--- src/rtl/asf_cfg.svh ---
// Offsets, field positions, reset values and timing counts of the flag block
`ifndef ASF_CFG_SVH
`define ASF_CFG_SVH

`define ASF_OFS_OP 8'h00
`define ASF_OFS_FLAGS 8'h04
`define ASF_OFS_WORK 8'h08
`define ASF_OFS_FILE 8'h0C
`define ASF_OFS_RESULT 8'h10

`define ASF_FLAGS_FILE_ADDR 8'h04

`define ASF_BIT_C 0
`define ASF_BIT_DC 1
`define ASF_BIT_Z 2
`define ASF_BIT_OV 3
`define ASF_PTR_A_LO 4
`define ASF_PTR_B_LO 6

`define ASF_OP_CODE_LO 0
`define ASF_OP_DEST_FILE 4
`define ASF_OP_USE_LIT 5
`define ASF_OP_SRC_W 6
`define ASF_OP_ADDR_LO 8
`define ASF_OP_LIT_LO 16

`define ASF_FLAGS_RST 8'hF0
`define ASF_WORK_RST 8'h00
`define ASF_FILE_RST 8'h00
`define ASF_OP_RST 32'h0000_0000

`define ASF_ANSWER_CYCLES 1

`endif

--- src/rtl/asf_pkg.sv ---
// Types shared by the flag block and its arithmetic unit
package asf_pkg;
  typedef enum logic [3:0] {
    ASF_ADD, ASF_ADDC, ASF_SUB, ASF_SUBB, ASF_AND, ASF_IOR, ASF_XOR, ASF_CLR,
    ASF_COM, ASF_INC, ASF_DEC, ASF_MOV, ASF_SWAP, ASF_BCLR, ASF_BSET, ASF_MOVW
  } asf_op_e;
endpackage

--- src/rtl/asf_alu_if.sv ---
// Connection between the flag block and its arithmetic unit
`timescale 1ns/1ps
interface asf_alu_if;
  asf_pkg::asf_op_e op;
  logic [7:0] a;
  logic [7:0] b;
  logic [2:0] bit_sel;
  logic cin;
  logic [7:0] res;
  logic [3:0] flg;
  logic [3:0] aff;
  modport ctl (output op, a, b, bit_sel, cin, input res, flg, aff);
  modport alu (input op, a, b, bit_sel, cin, output res, flg, aff);
endinterface

--- src/rtl/asf_alu.sv ---
// Combinational arithmetic unit producing result and the four result flags
`timescale 1ns/1ps
`include "asf_cfg.svh"
module asf_alu (
  asf_alu_if.alu p
);
  // Packs {ov, dc, c, sum}; carry out doubles as not-borrow when y is inverted
  function automatic logic [10:0] arith(input logic [7:0] x, input logic [7:0] y,
                                        input logic ci);
    logic [8:0] s;
    logic [4:0] n;
    logic ov;
    s = {1'b0, x} + {1'b0, y} + {8'h00, ci};
    n = {1'b0, x[3:0]} + {1'b0, y[3:0]} + {4'h0, ci};
    ov = (x[7] == y[7]) && (s[7] != x[7]);
    return {ov, n[4], s[8], s[7:0]};
  endfunction

  logic [10:0] t;
  logic [7:0] mask;

  always_comb begin
    t = {3'b000, p.b};
    mask = 8'h01 << p.bit_sel;
    p.aff = 4'b0100;
    case (p.op)
      asf_pkg::ASF_ADD: t = arith(p.b, p.a, 1'b0);
      asf_pkg::ASF_ADDC: t = arith(p.b, p.a, p.cin);
      asf_pkg::ASF_SUB: t = arith(p.b, ~p.a, 1'b1);
      asf_pkg::ASF_SUBB: t = arith(p.b, ~p.a, p.cin);
      asf_pkg::ASF_INC: t = arith(p.b, 8'h00, 1'b1);
      asf_pkg::ASF_DEC: t = arith(p.b, 8'hFF, 1'b0);
      asf_pkg::ASF_AND: t = {3'b000, p.b & p.a};
      asf_pkg::ASF_IOR: t = {3'b000, p.b | p.a};
      asf_pkg::ASF_XOR: t = {3'b000, p.b ^ p.a};
      asf_pkg::ASF_CLR: t = 11'h000;
      asf_pkg::ASF_COM: t = {3'b000, ~p.b};
      asf_pkg::ASF_MOV: t = {3'b000, p.b};
      asf_pkg::ASF_SWAP: t = {3'b000, p.b[3:0], p.b[7:4]};
      asf_pkg::ASF_BCLR: t = {3'b000, p.b & ~mask};
      asf_pkg::ASF_BSET: t = {3'b000, p.b | mask};
      asf_pkg::ASF_MOVW: t = {3'b000, p.a};
      default: t = {3'b000, p.b};
    endcase
    case (p.op)
      asf_pkg::ASF_ADD, asf_pkg::ASF_ADDC, asf_pkg::ASF_SUB, asf_pkg::ASF_SUBB,
      asf_pkg::ASF_INC, asf_pkg::ASF_DEC: p.aff = 4'b1111;
      asf_pkg::ASF_SWAP, asf_pkg::ASF_BCLR, asf_pkg::ASF_BSET,
      asf_pkg::ASF_MOVW: p.aff = 4'b0000;
      default: p.aff = 4'b0100;
    endcase
    p.res = t[7:0];
    p.flg[`ASF_BIT_C] = t[8];
    p.flg[`ASF_BIT_DC] = t[9];
    p.flg[`ASF_BIT_Z] = (t[7:0] == 8'h00);
    p.flg[`ASF_BIT_OV] = t[10];
  end
endmodule

--- src/rtl/alu_status_flags.sv ---
// ALU flag register block with operand select and Avalon-MM register access
//
// Chosen here: the Avalon-MM interface to the registers.
`timescale 1ns/1ps
`include "asf_cfg.svh"
module alu_status_flags (
  input wire logic mclk_i,
  input wire logic reset_i,
  input wire logic ce_i,
  input wire logic [7:0] avs_address_i,
  input wire logic avs_read_i,
  input wire logic avs_write_i,
  input wire logic [31:0] avs_writedata_i,
  input wire logic [3:0] avs_byteenable_i,
  output logic [31:0] avs_readdata_o,
  output logic avs_waitrequest_o,
  output logic [7:0] flags_o,
  output logic ptr_a_inc_o,
  output logic ptr_a_dec_o,
  output logic ptr_b_inc_o,
  output logic ptr_b_dec_o
);
  asf_alu_if alu_bus ();

  asf_alu u_alu (
    .p(alu_bus.alu)
  );

  logic [7:0] flags;
  logic [7:0] work;
  logic [7:0] file_reg;
  logic [31:0] op_reg;
  logic [7:0] result;
  logic [31:0] rdata;
  logic busy;
  logic [3:0] ptr_step;

  logic [7:0] next_flags;
  logic [7:0] next_work;
  logic [7:0] next_file_reg;
  logic [31:0] next_op_reg;
  logic [7:0] next_result;
  logic [31:0] next_rdata;
  logic next_busy;
  logic [3:0] next_ptr_step;

  logic req;
  logic accept;
  logic op_wr;
  logic [31:0] op_word;
  logic [7:0] fa;
  logic [7:0] file_val;
  logic to_flags;
  logic [7:0] f_upd;
  logic [7:0] f_dest;

  // Byte-lane merge shared by every writable register
  function automatic logic [31:0] merge(input logic [31:0] old, input logic [31:0] nw,
                                        input logic [3:0] be);
    logic [31:0] m;
    m = old;
    for (int i = 0; i < 4; i++) begin
      if (be[i]) begin
        m[8*i +: 8] = nw[8*i +: 8];
      end
    end
    return m;
  endfunction

  // Pair code 00 decrements, 01 increments, 1x holds; returns {inc, dec}
  function automatic logic [1:0] step(input logic [1:0] mode);
    return mode[1] ? 2'b00 : (mode[0] ? 2'b10 : 2'b01);
  endfunction

  function automatic logic is_two(input asf_pkg::asf_op_e op);
    case (op)
      asf_pkg::ASF_ADD, asf_pkg::ASF_ADDC, asf_pkg::ASF_SUB, asf_pkg::ASF_SUBB,
      asf_pkg::ASF_AND, asf_pkg::ASF_IOR, asf_pkg::ASF_XOR: return 1'b1;
      default: return 1'b0;
    endcase
  endfunction

  function automatic logic [31:0] read_mux(input logic [7:0] adr, input logic [7:0] fl,
                                           input logic [7:0] wk, input logic [7:0] fr,
                                           input logic [31:0] opw, input logic [7:0] rs);
    case (adr)
      `ASF_OFS_OP: return opw;
      `ASF_OFS_FLAGS: return {24'h00_0000, fl};
      `ASF_OFS_WORK: return {24'h00_0000, wk};
      `ASF_OFS_FILE: return {24'h00_0000, fr};
      `ASF_OFS_RESULT: return {24'h00_0000, rs};
      default: return 32'h0000_0000;
    endcase
  endfunction

  // One wait cycle per access keeps read data registered
  assign req = avs_read_i | avs_write_i;
  assign accept = req & busy;
  assign avs_waitrequest_o = req & ~(busy & ce_i);
  assign op_wr = avs_write_i & accept & (avs_address_i == `ASF_OFS_OP);

  // The operation word in flight is the merged write so it runs at the accepting edge
  assign op_word = op_wr ? merge(op_reg, avs_writedata_i, avs_byteenable_i) : op_reg;
  assign fa = op_word[`ASF_OP_ADDR_LO +: 8];
  assign to_flags = (fa == `ASF_FLAGS_FILE_ADDR);
  // No bank decode here: address 04h reaches the flag register in every bank
  assign file_val = to_flags ? flags : file_reg;

  always_comb begin
    alu_bus.op = asf_pkg::asf_op_e'(op_word[`ASF_OP_CODE_LO +: 4]);
    alu_bus.a = work;
    alu_bus.bit_sel = op_word[`ASF_OP_LIT_LO +: 3];
    alu_bus.cin = flags[`ASF_BIT_C];
    if (is_two(asf_pkg::asf_op_e'(op_word[`ASF_OP_CODE_LO +: 4]))) begin
      alu_bus.b = op_word[`ASF_OP_USE_LIT] ? op_word[`ASF_OP_LIT_LO +: 8] : file_val;
    end else begin
      alu_bus.b = op_word[`ASF_OP_SRC_W] ? work : file_val;
    end
  end

  // Flags after the operation, before any destination write lands on them
  always_comb begin
    f_upd = flags;
    for (int i = 0; i < 4; i++) begin
      if (alu_bus.aff[i]) begin
        f_upd[i] = alu_bus.flg[i];
      end
    end
  end

  // Destination write to the flag register itself
  always_comb begin
    f_dest = alu_bus.res;
    if (alu_bus.aff[2:0] != 3'b000) begin
      f_dest[`ASF_BIT_Z:`ASF_BIT_C] = f_upd[`ASF_BIT_Z:`ASF_BIT_C];
      if (alu_bus.aff[`ASF_BIT_OV]) begin
        f_dest[`ASF_BIT_OV] = f_upd[`ASF_BIT_OV];
      end else if (alu_bus.op == asf_pkg::ASF_CLR) begin
        f_dest[`ASF_BIT_OV] = flags[`ASF_BIT_OV];
      end
    end
  end

  always_comb begin
    next_flags = flags;
    next_work = work;
    next_file_reg = file_reg;
    next_op_reg = op_reg;
    next_result = result;
    next_rdata = rdata;
    next_busy = req & ~busy;
    if (req && !busy) begin
      next_rdata = read_mux(avs_address_i, flags, work, file_reg, op_reg, result);
    end
    if (avs_write_i && accept) begin
      case (avs_address_i)
        `ASF_OFS_OP: next_op_reg = op_word;
        `ASF_OFS_FLAGS: next_flags = 8'(merge({24'h00_0000, flags}, avs_writedata_i,
                                              avs_byteenable_i));
        `ASF_OFS_WORK: next_work = 8'(merge({24'h00_0000, work}, avs_writedata_i,
                                            avs_byteenable_i));
        `ASF_OFS_FILE: next_file_reg = 8'(merge({24'h00_0000, file_reg}, avs_writedata_i,
                                                avs_byteenable_i));
        default: next_op_reg = op_reg;
      endcase
    end
    // An operation runs only when its code byte is written
    if (op_wr && avs_byteenable_i[0]) begin
      next_result = alu_bus.res;
      next_flags = f_upd;
      if (!op_word[`ASF_OP_DEST_FILE]) begin
        next_work = alu_bus.res;
      end else if (to_flags) begin
        next_flags = f_dest;
      end else begin
        next_file_reg = alu_bus.res;
      end
    end
    next_ptr_step = {step(next_flags[`ASF_PTR_B_LO +: 2]),
                     step(next_flags[`ASF_PTR_A_LO +: 2])};
  end

  always_ff @(posedge mclk_i) begin
    if (reset_i) begin
      flags <= `ASF_FLAGS_RST;
      work <= `ASF_WORK_RST;
      file_reg <= `ASF_FILE_RST;
      op_reg <= `ASF_OP_RST;
      result <= 8'h00;
      rdata <= 32'h0000_0000;
      busy <= 1'b0;
      ptr_step <= 4'h0;
    end else if (ce_i) begin
      flags <= next_flags;
      work <= next_work;
      file_reg <= next_file_reg;
      op_reg <= next_op_reg;
      result <= next_result;
      rdata <= next_rdata;
      busy <= next_busy;
      ptr_step <= next_ptr_step;
    end
  end

  assign avs_readdata_o = rdata;
  assign flags_o = flags;
  assign ptr_a_dec_o = ptr_step[0];
  assign ptr_a_inc_o = ptr_step[1];
  assign ptr_b_dec_o = ptr_step[2];
  assign ptr_b_inc_o = ptr_step[3];
endmodule

--- config.mk ---
export PLATFORM = sky130hd
export DESIGN_NAME = alu_status_flags
export DESIGN_NICKNAME = d
export VERILOG_FILES = /design/src/rtl/asf_pkg.sv /design/src/rtl/asf_alu_if.sv /design/src/rtl/asf_alu.sv /design/src/rtl/alu_status_flags.sv
export VERILOG_INCLUDE_DIRS = /design/src /design/src/rtl
export SDC_FILE = /design/constraint.sdc
export NUM_CORES = 1
export LEC_CHECK = 0
export ABC_AREA = 1
export BUFFER_PORTS_ARGS = -buffer_cell sky130_fd_sc_hd__buf_2
export CAP_MARGIN = 40
export CORE_ASPECT_RATIO = 0.7
export CORE_MARGIN = 2
export CORE_UTILIZATION = 40
export DETAILED_ROUTE_END_ITERATION = 7
export GPL_TIMING_DRIVEN = 0
export PLACE_DENSITY = 0.61
export SYNTH_ARGS = -nofsm -noshare
export SYNTH_HDL_FRONTEND = slang
export SYNTH_HIERARCHICAL = 1
export SYNTH_SLANG_ARGS = --single-unit
--- constraint.sdc ---
create_clock -name mclk_i -period 5.9 [get_ports mclk_i]
set_input_delay 1.18 -clock mclk_i [delete_from_list [all_inputs] [get_ports mclk_i]]
set_output_delay 1.18 -clock mclk_i [all_outputs]
set_load 0.05 [all_outputs]
==> results of run 1 <==
## cells by family after synthesis
kind of cell / after synthesis / share of synthesized area, %
buffers and inverters: 261 / 12.5
AO/OA/AOI/OAI: 319 / 21.6
multiplexers: 2 / 0.258
flip-flops: 101 / 23.2
XOR/XNOR: 4 / 0.401
adder cells (fa/ha/maj): 34 / 5.05
AND/OR/NAND/NOR: 711 / 37.0
## final cells by class
cell class | instances | area (sq um)
diodes | 1 | 2.50
clock inverters | 5 | 61.3
well taps | 282 | 353
fillers | 2344 | 11500
multi-input cells | 1070 | 5760
plain buffers | 60 | 342
inverters | 200 | 762
clock buffers | 11 | 233
repair buffers | 101 | 533
flip-flops and latches | 101 | 2020
## worst register-to-register path, stage by stage, from the launching register on
cell      delay (ns)
dfxtp_1         0.39
nand2_1         0.15
inv_1           0.24
nand2_8         0.13
o21ai_4         0.18
nand2_4         0.17
buf_6           0.18
o21ai_1         0.33
nand2_1         0.10
o211ai_1        0.12
nand2_2         0.27
ha_1            0.38
clkbuf_1        0.39
o22ai_1         0.17
a21oi_1         0.22
nand4_1         0.15
nor3_2          0.34
nand2_1         0.10
inv_1           0.07
nand4_1         0.22
nand4_1         0.19
nand3_1         0.08
nand2_1         0.09
nand2_1         0.08
o21ai_1         0.09
nand2_1         0.06
## metal layers
layer  global-route usage [%]  share of wire, %  vias up
li1                         -                 -     4965
met1                     45.2                48     4720
met2                     37.8                38      541
met3                     10.1                13       39
met4                     5.12               1.0        0
met5                        0                 0        -
## cell usage in the layout (no fill, tap or decap), drive strengths merged
cell	n
o21a	2
nor2	136
a31oi	6
o221ai	2
fa	2
nand2	370
mux2	2
nor3	9
or2	1
o211ai	31
ha	32
nand3	158
clkinvlp	4
clkbuf	38
a22o	1
a221oi	8
buf	134
xnor2	2
diode	1
inv	197
nand4	29
dfxtp	101
nor4	3
nand3b	5
o22ai	21
xor2	2
a211oi	3
o21ai	117
clkinv	3
bufinv	1
a21oi	128
## final timing paths
check | startpoint | to | slack (ns) | cells past startpoint
worst max-delay path | avs_address_i[2] | flags_o[7] | 0.28 | 27
worst min-delay path | result[0] | result[0] | 0.45 | 2
worst max register to register | busy | flags_o[7] | 0.90 | 25
worst min register to register | result[0] | result[0] | 0.45 | 2
## power by group through the flow
| stage | combinational, mW | clock, mW | sequential, mW |
|---|---|---|---|
| 6_report | 0.233 | 0.612 | 0.693 |
| 5_1_grt | 0.254 | 0.645 | 0.694 |
| 4_1_cts | 0.223 | 0.615 | 0.693 |
| 3_5_place_dp | 0.221 | 0 | 0.709 |
| 3_3_place_gp | 0.218 | 0 | 0.709 |
| 2_1_floorplan | 0.126 | 0 | 0.724 |
## metrics by stage
stage,hold WS (ns),std cells
after floorplan,0.425,1432
after global placement,0.435,1804
after detailed placement,0.443,1806
after CTS,0.454,1822
after global routing,0.472,1830
final,0.454,1831
## what timing repair did
action | CTS | global route
buffers inserted | 0 | 9
gates resized for setup | 3 | 33
pin swaps | 0 | 7
cloned | 0 | 0
endpoints found under the setup margin | 1 | 14
==> impl_metrics.py, run 1 <==
metrics = {
    "power_and_ir_drop": {
        "pwr-share-seq_pct": 45.1,
        "switching_share_pct": 29.7,
        "p_int_mw": 1.08,
        "clkPwrFrac_pct": 39.8,
        "p_leak_nw": 4.62,
        "ir_drop_uv": 131,
        "total_power_mw": 1.54,
        "power.share.combinational_pct": 15.1,
        "powerDensity_mw_per_mm2": 153,
        "p_sw_mw": 0.457,
    },
    "yosys": {
        "yosysSeqAreaShare_pct": 23.2,
        "synthesis.instances": 1432,
        "synthTopCellsByCount": "353 x nand2_1, 190 x inv_1, 148 x nand3_1, 125 x nor2_1, 120 x a21oi_1",
        "synth_top_area_cell": "dfxtp_1",
        "ys_ff_latch": 101,
        "synth-edff-count": 0,
        "synth_area_sq_mm": 0.00873,
        "synth_fp_nets": 1515,
        "synth_most_common_cell": "nand2_1",
        "ys_types": 49,
        "ys_warn_count": 6,
        "synth_area_leaders": "dfxtp_1 23%, nand2_1 15%, nand3_1 8.5%, inv_1 8.2%, a21oi_1 6.9%",
        "yosysTopAreaCellShare_pct": 23.2,
        "ys.flop_type": "dfxtp_1",
        "avgSynthCellArea_sq_um": 6.10,
        "async_reset_ff_share_pct": 0,
    },
    "clock_network": {
        "cts_buffers": 9,
        "cts.sinks": 101,
        "cts.clk_slew.worst_paths_ns": 0.07,
        "hold_buffers": 0,
        "worstSkewPairLatency_ns": 0.36,
        "cts_tree": "done",
        "clock_path_buffers": 2,
        "root_buffer": "clkbuf_16",
        "cts_max_level": 3,
    },
    "setup_path": {
        "cp_max_fo": 10,
        "cpMostUsedCell": "nand2_1",
        "critPathBufInv": 4,
        "startpoint_type": "primary input",
        "cp.arrival_ns": 5.87,
        "slowest_stage": "clkbuf_1",
        "cp-end-kind": "flop",
        "cp_slowest_stage_delay_ns": 0.39,
        "timing.critical_path.required_ns": 6.15,
        "crit_family": "simple AND/OR/NAND/NOR gates",
        "crit_type": "primary input to flop",
    },
    "final_layout": {
        "area_growth_pct": 15.3,
        "drive_above_1_share_pct": 15.8,
        "stdcell_area_sq_mm": 0.0101,
        "post-route-util_pct": 46.7,
        "fin_nets": 1626,
    },
    "place": {
        "dp_slack_ns": -0.493,
        "dp_hpwl_microns": 26900,
        "io_buffers": 90,
        "dpl_cell_area_sq_mm": 0.00955,
        "gp_congestion": 0.996,
    },
    "die": {
        "core_sq_mm": 0.0216,
        "rows": 45,
        "die_h_microns": 128,
        "start_util_pct": 40.5,
        "design.die.area_sq_mm": 0.0230,
        "die_w_microns": 181,
        "ioPinCount": 94,
    },
    "run": {
        "maxCapViolations": 0,
    },
    "worst_hold_path": {
        "hp-class": "flop to flop",
    },
    "global_routing": {
        "grt_first_pass_wirelength_microns": 52000,
        "grt_max_degree": 17,
        "grt_pass1_vias": 8822,
        "antenna_found_initial": 0,
        "track_usage_pct": 29.1,
        "grt-ovfl-total": 0,
    },
    "detailed_routing": {
        "vias": 10300,
        "post_drt_via_cell_ratio": 5.61,
        "dr.pass1.iters": 6,
        "ant_nets": 0,
        "wire_per_inst_microns": 18.8,
        "totalWireLength_microns": 34400,
        "drt_iter0_drc": 1364,
        "drc_errors": 0,
    },
    "timing": {
        "fin_crit_sh_pct": 95.3,
        "maxSlewHeadroom_pct": 44.5,
        "hold_viol": 0,
        "max_freq_mhz": 178,
        "tns_ns": 0,
        "finalClockSkew_ns": 0.00932,
        "worst_slew_pin_slew_ns": 0.833,
        "finalSetupViolCount": 0,
        "finalMaxSlewViolations": 0,
        "fin_crit_ns": 5.62,
        "rsz0062_at_grt": "no",
        "final.setup.worst_slack_ns": 0.278,
    },
    "outcome": {
        "status": "completed",
    },
}
(Power assumes the default switching activity.)
==> run 2: changes to the inputs <==
Settings changed: ABC_AREA 1 to unset.
==> impl_metrics.py, run 2 <==
metrics = {
    "detailed_routing": {
        "post_drt_via_cell_ratio": 6.25,
        "dr.pass1.iters": 6,
        "drt_iter0_drc": 1161,
        "vias": 9544,
        "drc_errors": 0,
        "ant_nets": 0,
        "wire_per_inst_microns": 22.3,
        "totalWireLength_microns": 34000,
    },
    "yosys": {
        "ys_ff_latch": 101,
        "ys_warn_count": 6,
        "synthesis.instances": 1073,
        "avgSynthCellArea_sq_um": 7.68,
        "synth_top_area_cell": "dfxtp_1",
        "async_reset_ff_share_pct": 0,
        "synthMuxAreaShare_pct": 7.97,
        "synth_fa_ha_area_share_pct": 5.34,
        "yosysSeqAreaShare_pct": 24.5,
        "ys.flop_type": "dfxtp_1",
        "synth_compound_area_share_pct": 29.1,
        "synthTopCellsByCount": "103 x nand2_1, 102 x nor2_1, 101 x dfxtp_1, 98 x a21oi_1, 51 x clkbuf_1",
        "ys_types": 88,
        "synth_fp_nets": 1156,
        "synth_xor_area_share_pct": 2.63,
        "yosysTopAreaCellShare_pct": 24.5,
        "synth_top_family_by_area": "compound AO/OA/AOI/OAI gates",
        "synthSimpleGateAreaFrac_pct": 24.3,
        "synth_area_leaders": "dfxtp_1 25%, a21oi_1 6.0%, ha_1 4.9%, nand2_1 4.7%, nor2_1 4.6%",
        "synth-edff-count": 0,
        "synth_area_sq_mm": 0.00824,
        "synth_most_common_cell": "nand2_1",
    },
    "place": {
        "io_buffers": 88,
        "dp_slack_ns": -1.71,
        "dp_hpwl_microns": 24600,
        "placed_cells": 1435,
        "gp_congestion": 0.965,
    },
    "die": {
        "die_h_microns": 124,
        "rows": 43,
        "core_sq_mm": 0.0200,
        "ioPinCount": 94,
        "die_w_microns": 176,
        "design.die.area_sq_mm": 0.0218,
        "start_util_pct": 41.2,
    },
    "timing": {
        "hold_viol": 0,
        "final.setup.worst_slack_ns": -0.174,
        "max_freq_mhz": 165,
        "finalMaxSlewViolations": 0,
        "maxSlewHeadroom_pct": 37.2,
        "finalSetupViolCount": 9,
        "fin_crit_ns": 6.07,
        "rsz0062_at_grt": "yes",
        "fin_crit_sh_pct": 103,
        "worst_slew_pin_slew_ns": 0.915,
        "finalClockSkew_ns": 0.00627,
    },
    "setup_path": {
        "timing.critical_path.required_ns": 6.16,
        "r2r_cells": 20,
        "rr_startpoint": "busy",
        "startpoint": "avs_address_i[5]",
        "crit_type": "primary input to flop",
        "cp_slowest_stage_delay_ns": 0.58,
        "reg2reg_slack_ns": 0.45,
        "cp_max_fo": 8,
        "cp-end-kind": "flop",
        "cp.arrival_ns": 6.33,
        "startpoint_type": "primary input",
        "slowest_stage": "or4_4",
        "rr_endpoint": "ptr_step[0]",
        "crit_path_cell_trace": "buf_6, or4_4, buf_12, nor4_4, mux2_4, mux2_4, mux2i_4, o22ai_4, ha_4, fa_2, a211o_1, a211oi_2, o211ai_1, buf_4, xor2_1, o221ai_2, a31oi_4, buf_4, nor2_2, nor2_1, a211o_1, o32ai_1",
    },
    "global_routing": {
        "grt_first_pass_wirelength_microns": 49700,
        "grt_pass1_vias": 8205,
        "grt-ovfl-total": 0,
        "grt_max_degree": 19,
        "antenna_found_initial": 1,
        "track_usage_pct": 29.8,
    },
    "final_layout": {
        "post-route-util_pct": 55.7,
        "fin_nets": 1335,
        "final_cell_mix": "101 x dfxtp_1, 100 x nand2_1, 100 x buf_2",
        "layout_commonest_cell": "dfxtp_1",
        "area_growth_pct": 35.3,
        "drive_above_1_share_pct": 32.0,
        "instances_no_fill": 1528,
    },
    "clock_network": {
        "cts.clk_slew.worst_paths_ns": 0.08,
        "worstSkewPairLatency_ns": 0.35,
        "hold_buffers": 0,
        "cts_buffers": 9,
        "root_buffer": "clkbuf_16",
        "clock_path_buffers": 2,
        "cts.sinks": 101,
        "cts_tree": "done",
        "cts_max_level": 3,
    },
    "power_and_ir_drop": {
        "power.share.combinational_pct": 9.4,
        "clkPwrFrac_pct": 43.8,
        "p_int_mw": 1.08,
        "p_sw_mw": 0.399,
        "powerDensity_mw_per_mm2": 132,
        "total_power_mw": 1.48,
        "pwr-share-seq_pct": 46.9,
        "switching_share_pct": 27.0,
        "p_leak_nw": 4.42,
        "ir_drop_uv": 142,
    },
    "run": {
        "maxCapViolations": 0,
    },
    "outcome": {
        "status": "finished, violations left",
        "violations": "negative setup slack",
    },
    "worst_hold_path": {
        "min-delay-start": "op_reg[24]",
        "whs_endpoint": "op_reg[24]",
        "whs_path_depth": 2,
        "hp-class": "flop to flop",
    },
}
-- run 2: changes by cell type in the layout (fill, tap and decap cells not counted), sizes merged, moves of 21 or more --
cell | previous run | this run
a21oi | 128 | 98
a22oi | 0 | 31
buf | 134 | 200
inv | 197 | 46
mux2 | 2 | 28
mux2i | 0 | 33
nand2 | 370 | 103
nand3 | 158 | 41
nor2 | 136 | 102
o211ai | 31 | 10
o21ai | 117 | 46
-- run 2: kinds of logic after synthesis --
logic type,after synthesis
AO/OA/AOI/OAI,343
XOR/XNOR,20
adder cells (fa/ha/maj),34
buffers and inverters,121
flip-flops,101
multiplexers,61
AND/OR/NAND/NOR,393
-- run 2: cell type report --
class                   instances  area (sq um)
diodes                          1          2.50
plain buffers                  73           429
clock buffers                  10           239
clock inverters                 6          78.8
fillers                      1880          8860
inverters                      43           169
multi-input cells             852          6700
flip-flops and latches        101          2020
well taps                     270           338
repair buffers                172          1170
-- run 2: worst max-delay path by stage --
stage	to	slack, ns	cells after the start
final	ptr_step[3]	-0.17	22
after global routing	flags_o[2]	-0.34	22
after CTS	flags_o[2]	-0.05	21
after detailed placement	flags_o[2]	-1.71	20
after global placement	flags_o[2]	-1.79	21
after floorplan	ptr_step[2]	-0.11	21
-- run 2: critical path, delay by kind of cell --
family | cells | cell delay [ns]
compound gates | 8 | 1.69
buf+inv | 4 | 0.61
fa+ha+maj | 2 | 0.63
simple gates | 4 | 1.10
mux | 3 | 0.91
xor+xnor | 1 | 0.18
-- run 2: routing by layer --
layer / vias to the layer above / GRT usage (%) / share of wire (%)
met5: - / 0 / 0
met4: 0 / 5.27 / 1.7
met3: 57 / 11.1 / 14
met2: 627 / 40.0 / 39
met1: 4485 / 44.7 / 45
li1: 4375 / - / -
-- run 2: power by group through the flow --
stage                     combinational (mW)  sequential (mW)  clock, mW
after floorplan                       0.0579            0.727          0
after global placement                 0.129            0.708          0
after detailed placement               0.130            0.708          0
after CTS                              0.132            0.692      0.652
after global routing                   0.146            0.693      0.675
final                                  0.138            0.692      0.646
-- run 2: repair_timing --
| item | 4_1_cts | 5_1_grt |
|---|---|---|
| endpoints found under the hold margin | 0 | 0 |
| gates cloned | 1 | 0 |
| setup endpoints to repair | 33 | 18 |
| pin swaps | 47 | 58 |
| buffers inserted | 41 | 40 |
| gates resized for setup | 111 | 110 |
-- run 2: through the flow --
step	hold slack, ns	setup TNS (ns)	cell area (sq um)
6_report	0.452	-0.987	11200
5_1_grt	0.465	-2.57	11100
4_1_cts	0.455	-0.0459	10400
3_5_place_dp	0.445	-40.63	9200
3_3_place_gp	0.439	-42.60	9180
2_1_floorplan	0.432	-0.283	8400
